$ cat src/include/liuhb_map.svh
// Register offsets, field positions, reset values and identity defaults of the LIU register bank
`ifndef LIUHB_MAP_SVH
`define LIUHB_MAP_SVH

// ----------------------------------------------------------------
// Register offsets
// ----------------------------------------------------------------
`define LIUHB_ADDR_W            6
`define LIUHB_OFS_REDUNDANCY    6'h00
`define LIUHB_OFS_SRC_IRQ_EN    6'h01
`define LIUHB_OFS_SRC_IRQ_STAT  6'h02
`define LIUHB_OFS_ALARM_STAT    6'h03
`define LIUHB_OFS_GLOBAL_EN     6'h20
`define LIUHB_OFS_GLOBAL_STAT   6'h21
`define LIUHB_OFS_COUNT_HIGH    6'h30
`define LIUHB_OFS_COUNT_LOW     6'h31
`define LIUHB_OFS_HOLDING       6'h38
`define LIUHB_OFS_PART_ID       6'h3E
`define LIUHB_OFS_REVISION      6'h3F

// ----------------------------------------------------------------
// Field positions
// ----------------------------------------------------------------
`define LIUHB_BIT_TX_ON         0
`define LIUHB_BIT_RX_ON         4
`define LIUHB_BIT_GLOBAL        0
`define LIUHB_SRC_DMO           0
`define LIUHB_SRC_SIG_LOSS      1
`define LIUHB_SRC_LOCK_LOSS     2
`define LIUHB_SRC_FIFO_LIMIT    3
`define LIUHB_SRC_PATTERN_ERR   4
`define LIUHB_SRC_CNT_SAT       5
`define LIUHB_SRC_N             6

// ----------------------------------------------------------------
// Reset values and limits
// ----------------------------------------------------------------
`define LIUHB_RST_BYTE          8'h00
`define LIUHB_RST_SRC           6'h00
`define LIUHB_RST_COUNT         16'h0000
`define LIUHB_COUNT_MAX         16'hFFFF
`define LIUHB_PART_ID_DEF       8'h5A
`define LIUHB_REVISION_DEF      8'h01

`endif

$ cat src/include/liuhb_pkg.sv
// Types shared by the LIU register bank modules
package liuhb_pkg;

   // Host register access, one request per clock
   typedef struct packed {
      logic       wr;
      logic       rd;
      logic [5:0] addr;
      logic [7:0] wdata;
   } liuhb_req_s;

   // Alarm levels and the pattern error event from the line side
   typedef struct packed {
      logic pattern_error;
      logic fifo_limit_alarm;
      logic rx_lock_loss;
      logic rx_signal_loss;
      logic driver_monitor_alarm;
   } liuhb_alarm_s;

endpackage
$ cat src/hdl/liuhb_bank.sv
// Host control and interrupt register bank of a single-channel line interface unit
// Notes on behaviour
// - Register 0x00 bit 4 turns the receiver on (1) or off (0).
// - Register 0x00 bit 0 enables the transmitter; 0 tristates the line pair.
// - Driver monitor interrupt raised only when its enable bit D0 is set.
// - Receive signal loss interrupt raised only when enable bit D1 is set.
// - Receive lock loss interrupt raised only when enable bit D2 is set.
// - FIFO limit interrupt, enable D3, when FIFO nears overflow or underflow.
// - FIFO limit enable ignored while the jitter attenuator is disabled.
// - Pattern error interrupt raised on bit error when enable D4 set.
// - Counter saturation interrupt when error count reaches 0xFFFF, enable D5.
// - Register 0x20 bit 0 globally gates the interrupt output.
// - Register 0x21 bit 0 reads whether an interrupt is pending.
// - Error count readable as high byte 0x30 and low byte 0x31.
// - Register 0x3E returns a fixed read-only part identity byte.
// - Register 0x3F returns a read-only silicon revision byte.
// - Enabled alarms reach the host through an active-low interrupt pin.
// - The four alarm-level sources latch status on alarm change, pattern error on its rise; cleared when read.
// - Counter saturation flag set at 0xFFFF, cleared on read.
`timescale 1ns/100ps
`include "liuhb_map.svh"

module liuhb_bank
   import liuhb_pkg::*;
#(
   parameter logic [7:0] PART_ID  = `LIUHB_PART_ID_DEF,   // Arbitrary value
   parameter logic [7:0] REVISION = `LIUHB_REVISION_DEF   // Arbitrary value
)
(
   input  wire logic          clk_sys_i,
   input  wire logic          sys_rst_i,
   input  wire liuhb_req_s    reg_req_i,
   output logic      [7:0]    reg_rdata_o,
   input  wire liuhb_alarm_s  alarm_i,
   input  wire logic          jitter_atten_off_i,
   output logic               receiver_power_on_o,
   output logic               transmitter_power_on_o,
   output logic               line_tx_pair_oe_o,
   output logic               irq_n_o
);

   // ----------------------------------------------------------------
   // Helpers
   // ----------------------------------------------------------------
   function automatic logic hit(input logic       strobe,
                                input logic [5:0] addr,
                                input logic [5:0] ofs);
      hit = strobe && (addr == ofs);
   endfunction

   // ----------------------------------------------------------------
   // Alarm pin synchronisers and change detection
   // ----------------------------------------------------------------
   liuhb_alarm_s alarm_meta_r;
   liuhb_alarm_s alarm_sync_r;
   liuhb_alarm_s alarm_prev_r;

   always_ff @(posedge clk_sys_i)
   begin
      if (sys_rst_i)
      begin
         alarm_meta_r <= '0;
         alarm_sync_r <= '0;
         alarm_prev_r <= '0;
      end
      else
      begin
         alarm_meta_r <= alarm_i;
         alarm_sync_r <= alarm_meta_r;
         alarm_prev_r <= alarm_sync_r;
      end
   end

   liuhb_alarm_s alarm_change;
   logic         pattern_err_evt;

   assign alarm_change    = alarm_sync_r ^ alarm_prev_r;
   // Error pulse seen if it spans one clock edge; counted once per rise
   assign pattern_err_evt = alarm_sync_r.pattern_error & ~alarm_prev_r.pattern_error;

   // ----------------------------------------------------------------
   // Control registers
   // ----------------------------------------------------------------
   logic       rx_on_r;
   logic       tx_on_r;
   logic [5:0] src_en_r;
   logic       global_irq_enable_r;

   always_ff @(posedge clk_sys_i)
   begin
      if (sys_rst_i)
      begin
         rx_on_r <= 1'b0;
         tx_on_r <= 1'b0;
      end
      else if (hit(reg_req_i.wr, reg_req_i.addr, `LIUHB_OFS_REDUNDANCY))
      begin
         rx_on_r <= reg_req_i.wdata[`LIUHB_BIT_RX_ON];
         tx_on_r <= reg_req_i.wdata[`LIUHB_BIT_TX_ON];
      end
   end

   always_ff @(posedge clk_sys_i)
   begin
      if (sys_rst_i)
      begin
         src_en_r <= `LIUHB_RST_SRC;
      end
      else if (hit(reg_req_i.wr, reg_req_i.addr, `LIUHB_OFS_SRC_IRQ_EN))
      begin
         src_en_r <= reg_req_i.wdata[`LIUHB_SRC_N-1:0];
      end
   end

   always_ff @(posedge clk_sys_i)
   begin
      if (sys_rst_i)
      begin
         global_irq_enable_r <= 1'b0;
      end
      else if (hit(reg_req_i.wr, reg_req_i.addr, `LIUHB_OFS_GLOBAL_EN))
      begin
         global_irq_enable_r <= reg_req_i.wdata[`LIUHB_BIT_GLOBAL];
      end
   end

   assign receiver_power_on_o    = rx_on_r;
   assign transmitter_power_on_o = tx_on_r;
   assign line_tx_pair_oe_o      = tx_on_r;

   // ----------------------------------------------------------------
   // Pattern error counter and holding register
   // ----------------------------------------------------------------
   logic [15:0] err_count_r;
   logic [7:0]  holding_r;
   logic        count_sat_evt;

   // Stops at the top so software never sees a wrap to a small count
   always_ff @(posedge clk_sys_i)
   begin
      if (sys_rst_i)
      begin
         err_count_r <= `LIUHB_RST_COUNT;
      end
      else if (pattern_err_evt && (err_count_r != `LIUHB_COUNT_MAX))
      begin
         err_count_r <= err_count_r + 16'h0001;
      end
   end

   assign count_sat_evt = pattern_err_evt && (err_count_r == `LIUHB_COUNT_MAX - 16'h0001);

   // Low byte frozen at the high-byte read, so the pair reads coherently
   always_ff @(posedge clk_sys_i)
   begin
      if (sys_rst_i)
      begin
         holding_r <= `LIUHB_RST_BYTE;
      end
      else if (hit(reg_req_i.rd, reg_req_i.addr, `LIUHB_OFS_COUNT_HIGH))
      begin
         holding_r <= err_count_r[7:0];
      end
   end

   // ----------------------------------------------------------------
   // Latched status and interrupt
   // ----------------------------------------------------------------
   logic [5:0] src_set;
   logic [5:0] src_status;
   logic [5:0] src_en_eff;
   logic       irq_pending;
   logic       irq_n_r;

   always_comb
   begin
      src_set                          = '0;
      src_set[`LIUHB_SRC_DMO]          = alarm_change.driver_monitor_alarm;
      src_set[`LIUHB_SRC_SIG_LOSS]     = alarm_change.rx_signal_loss;
      src_set[`LIUHB_SRC_LOCK_LOSS]    = alarm_change.rx_lock_loss;
      src_set[`LIUHB_SRC_FIFO_LIMIT]   = alarm_change.fifo_limit_alarm;
      src_set[`LIUHB_SRC_PATTERN_ERR]  = pattern_err_evt;
      src_set[`LIUHB_SRC_CNT_SAT]      = count_sat_evt;
   end

   liuhb_sticky u_sticky
   (
      .clk_sys_i (clk_sys_i),
      .sys_rst_i (sys_rst_i),
      .set_i     (src_set),
      .clr_i     (hit(reg_req_i.rd, reg_req_i.addr, `LIUHB_OFS_SRC_IRQ_STAT)),
      .status_o  (src_status)
   );

   // FIFO limit enable dropped while the attenuator is off
   always_comb
   begin
      src_en_eff                        = src_en_r;
      src_en_eff[`LIUHB_SRC_FIFO_LIMIT] = src_en_r[`LIUHB_SRC_FIFO_LIMIT]
                                          & ~jitter_atten_off_i;
   end

   assign irq_pending = |(src_status & src_en_eff);

   always_ff @(posedge clk_sys_i)
   begin
      if (sys_rst_i)
      begin
         irq_n_r <= 1'b1;
      end
      else
      begin
         irq_n_r <= ~(global_irq_enable_r & irq_pending);
      end
   end

   assign irq_n_o = irq_n_r;

   // ----------------------------------------------------------------
   // Read data
   // ----------------------------------------------------------------
   logic [7:0] rdata_r;
   logic [7:0] rdata_nxt;

   always_comb
   begin
      rdata_nxt = `LIUHB_RST_BYTE;
      case (reg_req_i.addr)
         `LIUHB_OFS_REDUNDANCY:
         begin
            rdata_nxt[`LIUHB_BIT_RX_ON] = rx_on_r;
            rdata_nxt[`LIUHB_BIT_TX_ON] = tx_on_r;
         end
         `LIUHB_OFS_SRC_IRQ_EN:   rdata_nxt[5:0] = src_en_r;
         `LIUHB_OFS_SRC_IRQ_STAT: rdata_nxt[5:0] = src_status;
         `LIUHB_OFS_ALARM_STAT:
         begin
            rdata_nxt[3:0] = {alarm_sync_r.fifo_limit_alarm, alarm_sync_r.rx_lock_loss,
                              alarm_sync_r.rx_signal_loss, alarm_sync_r.driver_monitor_alarm};
         end
         `LIUHB_OFS_GLOBAL_EN:    rdata_nxt[0] = global_irq_enable_r;
         `LIUHB_OFS_GLOBAL_STAT:  rdata_nxt[0] = irq_pending;
         `LIUHB_OFS_COUNT_HIGH:   rdata_nxt = err_count_r[15:8];
         `LIUHB_OFS_COUNT_LOW:    rdata_nxt = err_count_r[7:0];
         `LIUHB_OFS_HOLDING:      rdata_nxt = holding_r;
         `LIUHB_OFS_PART_ID:      rdata_nxt = PART_ID;
         `LIUHB_OFS_REVISION:     rdata_nxt = REVISION;
         default:                 rdata_nxt = `LIUHB_RST_BYTE;
      endcase
   end

   // Data held between reads so a slow serial shifter can pick it up
   always_ff @(posedge clk_sys_i)
   begin
      if (sys_rst_i)
      begin
         rdata_r <= `LIUHB_RST_BYTE;
      end
      else if (reg_req_i.rd)
      begin
         rdata_r <= rdata_nxt;
      end
   end

   assign reg_rdata_o = rdata_r;
endmodule

$ cat src/hdl/liuhb_sticky.sv
// Clear-on-read latched interrupt status bits
`timescale 1ns/100ps
`include "liuhb_map.svh"

module liuhb_sticky
   import liuhb_pkg::*;
(
   input  wire logic                      clk_sys_i,
   input  wire logic                      sys_rst_i,
   input  wire logic [`LIUHB_SRC_N-1:0]   set_i,
   input  wire logic                      clr_i,
   output logic      [`LIUHB_SRC_N-1:0]   status_o
);

   logic [`LIUHB_SRC_N-1:0] status_r;
   logic [`LIUHB_SRC_N-1:0] status_nxt;

   // Set beats clear so an event in the read cycle survives
   always_comb
   begin
      status_nxt = (status_r & ~{`LIUHB_SRC_N{clr_i}}) | set_i;
   end

   always_ff @(posedge clk_sys_i)
   begin
      if (sys_rst_i)
      begin
         status_r <= `LIUHB_RST_SRC;
      end
      else
      begin
         status_r <= status_nxt;
      end
   end

   assign status_o = status_r;

endmodule

$ cat config.mk
export PLATFORM = sky130hd
export DESIGN_NAME = liuhb_bank
export DESIGN_NICKNAME = d
export VERILOG_FILES = /design/src/include/liuhb_pkg.sv /design/src/hdl/liuhb_bank.sv /design/src/hdl/liuhb_sticky.sv
export VERILOG_INCLUDE_DIRS = /design/src /design/src/include
export SDC_FILE = /design/constraint.sdc
export NUM_CORES = 1
export LEC_CHECK = 0
export BUFFER_PORTS_ARGS = -buffer_cell sky130_fd_sc_hd__buf_2
export CORE_MARGIN = 2
export CORE_UTILIZATION = 57
export DETAILED_ROUTE_END_ITERATION = 12
export GPL_TIMING_DRIVEN = 1
export PLACE_DENSITY_LB_ADDON = 0.12
export SLEW_MARGIN = 40
export SYNTH_ARGS = -nofsm -noshare
export SYNTH_HDL_FRONTEND = slang
export SYNTH_SLANG_ARGS = --single-unit
$ cat constraint.sdc
create_clock -name clk_sys_i -period 1.9 [get_ports clk_sys_i]
set_input_delay 0.285 -clock clk_sys_i [delete_from_list [all_inputs] [get_ports clk_sys_i]]
set_output_delay 0.285 -clock clk_sys_i [all_outputs]
set_load 0.1 [all_outputs]
==> summary.md <==
In this run the deepest clock path goes through 2 buffers. Core footprint: 5070 um2. The run gives 9 as the TritonCTS buffer count. In the final layout, flip-flops and latches occupy 1260 um2. Setup repair after global routing left no endpoint under its margin. Of the total power, the share spent switching nets is 25.2%. Synthesized area per cell: 9.26 um2. The tools report the sequential-to-total area share from yosys stat as 42.2%. For the switching power, the log shows 0.681 mW. TritonCTS built the clock tree. The logs give 11.7 mm for the wire length of the first global-routing pass and 5840 um2 for the floorplan die area. For this configuration, the core starts out at a cell density of 58.9%. The run finished with clean final reports. The setup TNS came out at 0 ns.

Ranked by total cell area, the synthesized netlist is headed by dfxtp_1 (42%), mux2i_1 (6.7%), nor2b_1 (4.2%). The number of nets still failing antenna checks after routing is 0. Wires add up to 6.98 mm.

Counting distinct cell types in the post-synthesis netlist gives 55. The floorplan has 26 rows. The run gives 2.70 mW as the sum of internal, switching and leakage power. CTS saw 63 sinks. The count of final max-slew check failures was 0. Routability-driven placement finished with a final weighted congestion of 0.863.

The leading register cell type out of synthesis was dfxtp_1. The critical path data arrival time is 1.92 ns. The critical path in this run is classified as reg2reg.

Die width: 76.4 um. The tools report the number of diodes added for antenna fixing as 0. The average vias per placed instance was 5.98. Detailed placement finished with a half-perimeter wire length of 4.96 mm. Setup violations remaining at the end of the flow were counted as 0. The ratio of final minimum period to clock period was 88.9%. The cell area that synthesis handed to floorplanning was 2990 um2. Yosys mapped a number of flops with a built-in enable equal to 0. The area of the multi-input gates is 1610 um2, and the wire length per cell after detailed routing is 15.7 um. The smallest clock period supported by the final layout is computed as 1.69 ns. Across the run, the number of max-cap violations was 0. The slew at the pin closest to its max-slew limit works out to 0.543 ns. The class of the most critical hold timing path was in2reg.

STA classifies the critical path startpoint as a register. The first TritonRoute pass finished after 5 iterations. Global routing finished with a remaining overflow of 0. The synthesized instance count came out at 323. The number of inserted filler cells in the final layout was 429. Gates resized during post-CTS repair numbered 0.

For this run, the top clock speed supported by timing is 592 MHz. In this run, the clock network consumes 42.6% of the power. The tools report the number of failing hold endpoints at the final stage as 0. Across the VDD grid, the largest voltage drop is 0.000655 V. The vias after detailed routing was 2653. The number of antenna violations at the first check in global routing was 0.

The most common cell in the netlist is dfxtp_1. Number of violations reported at the end of detailed-routing iteration 0: 216. The global-route usage over all layers came out at 25.1%. Summed over its instances, the top area cell type makes up 42.2% of the synthesized netlist area.

In the routed design, unresolved DRC markers number 0. Of all cell types, the one taking the most synthesized area is dfxtp_1. The sort of element at the end of the critical path was a register. For this run, the number of Yosys warnings is 0. For the worst clock skew on the final layout, the log shows 0.00758 ns. Pin count of the biggest net entering global routing: 51. Cells with a size suffix above 1 make up 22.2% of the layout. The relative slew slack is 63.7%, and the signed area change from the synthesized netlist to the final layout is 16.3%.

The highest fanout seen on the critical path is 9, and the internal portion of total power is 2.02 mW. The number of top-level design ports is 36. The later pin in the worst-skew pair is clocked with a latency of 0.34 ns. The CTS root buffer was clkbuf_8.

After the last flow step, the layout net total stands at 395. The tools report the number of global-route vias before repair as 2377. The H-tree level count is 3, and the share of total power in sequential cells is 50.4%. For this design the ratio of total power to cell area is 777 nW/um2. Combinational logic is responsible for 7.0% of the overall power. STA puts the critical path data required time at 2.13 ns. From bottom edge to top edge, the die measures 76.4 um.

Clock-pin slew was measured on the worst setup and hold paths at 0.07 ns. Counting every net in the synthesized netlist gives 349. Share of synthesized registers carrying an async set or reset: 0%. Once the clock tree was built, the setup fixing pass inserted 0 buffers. The number of flip-flops and latches in the synthesized netlist came out at 63. Sorting the synthesized cells by how often they occur yields dfxtp_1 (63), nor2_1 (32), mux2i_1 (20), nor2b_1 (20), nand3_1 (18). After clock tree synthesis, the flow added hold-fix buffers numbering 0. The count of input and output buffers was 33. In this run the static leakage power is 1.42 nW.
## layer usage
layer | part of all wire (%) | GRT usage (%) | vias to the layer above | wire (um)
met5 | 0 | 0 | - | 0
met4 | 1.3 | 8.73 | 0 | 93
met3 | 5.8 | 4.03 | 11 | 406
met2 | 46 | 38.5 | 83 | 3220
met1 | 47 | 36.0 | 1264 | 3260
li1 | - | - | 1295 | -
## cell type report
type / instances / area share [%]
Multi-Input combinational cell: 237 / 46.3
Clock inverter: 7 / 2.12
Tap cell: 70 / 2.52
Inverter: 9 / 0.972
Sequential cell: 63 / 36.3
Timing Repair Buffer: 49 / 8.20
Clock buffer: 9 / 3.56
## critical path: stages, from the launching register on
cell and delay, ns:
dfxtp_1 0.34, ha_1 0.17, and3_2 0.20, nand2_1 0.19
nor4b_1 0.32, mux2_2 0.37
## layout by cell type, fill, tap and decap left out, types with 2 or more instances in the layout
cell	n
clkinv_2	2
buf_4	16
ha_1	2
xor2_1	4
clkinv_4	3
a211oi_1	4
a32oi_1	2
nor4b_1	2
a222oi_1	2
clkbuf_8	9
nor2_1	32
a22oi_1	7
nor3_1	4
mux2_2	5
or3_1	6
nand3_1	18
nor4_1	4
or4_1	6
a2111oi_0	3
inv_1	9
and4_1	5
and2_1	3
dfxtp_1	63
nor2b_1	20
mux2i_1	20
a21oi_1	17
nand4_1	4
and3_1	6
a31oi_1	5
o2bb2ai_1	2
nand4b_1	2
buf_2	33
o21ai_0	12
o31ai_1	6
nand2_1	14
## sequential cells by signal, indices dropped and copies added, names as in the netlist
name,flops
global_irq_enable_r,1
alarm_prev_r,5
irq_n_o,1
err_count_r,16
alarm_sync_r,5
alarm_meta_r,5
src_en_r,6
reg_rdata_o,8
holding_r,8
receiver_power_on_o,1
u_sticky.status_o,6
line_tx_pair_oe_o,1
## power by group through the flow
stage / sequential (mW) / combinational (mW) / clock, mW
after floorplan: 1.41 / 0.110 / 0
after global placement: 1.39 / 0.183 / 0
after detailed placement: 1.39 / 0.186 / 0
after CTS: 1.36 / 0.187 / 1.16
after global routing: 1.36 / 0.206 / 1.24
final: 1.36 / 0.188 / 1.15
## metrics by stage
| stage | cell area, um2 | cells | setup slack (ns) | utilization (%) | hold WS [ns] |
|---|---|---|---|---|---|
| CTS | 3480 | 444 | 0.200 | 68.5 | 0.152 |
| floorplan | 2990 | 323 | 0.0302 | - | 0.381 |
| finish | 3480 | 444 | 0.212 | 68.5 | 0.158 |
| global placement | 3280 | 428 | 0.236 | 64.6 | 0.410 |
| global route | 3480 | 444 | 0.0117 | 68.5 | 0.149 |
| detailed placement | 3280 | 428 | 0.198 | 64.6 | 0.411 |
## cell families after synthesis
| kind of cell | after synthesis | share of synthesized area [%] |
|---|---|---|
| AOI/OAI and AO/OA | 64 | 14.1 |
| xor gates and xnor gates | 4 | 1.17 |
| adders and majority gates | 2 | 0.837 |
| buffers and inverters | 23 | 3.93 |
| DFF | 63 | 42.2 |
| muxes | 26 | 9.33 |
| and+or+nand+nor | 141 | 28.5 |
## path summary, 6_finish.rpt
path,from,end,slack [ns],depth (start not counted)
setup / recovery,err_count_r[1]$_SDFFE_PP0P_,err_count_r[10]$_SDFFE_PP0P_,0.21,5
hold / removal,alarm_i[2],alarm_meta_r[2]$_SDFF_PP0_,0.16,2
setup reg to reg,err_count_r[1]$_SDFFE_PP0P_,err_count_r[10]$_SDFFE_PP0P_,0.21,5
hold reg to reg,global_irq_enable_r$_SDFFE_PP0P_,irq_n_o$_SDFF_PP1_,0.43,1
Note: power is estimated with default switching activity, not from simulation.
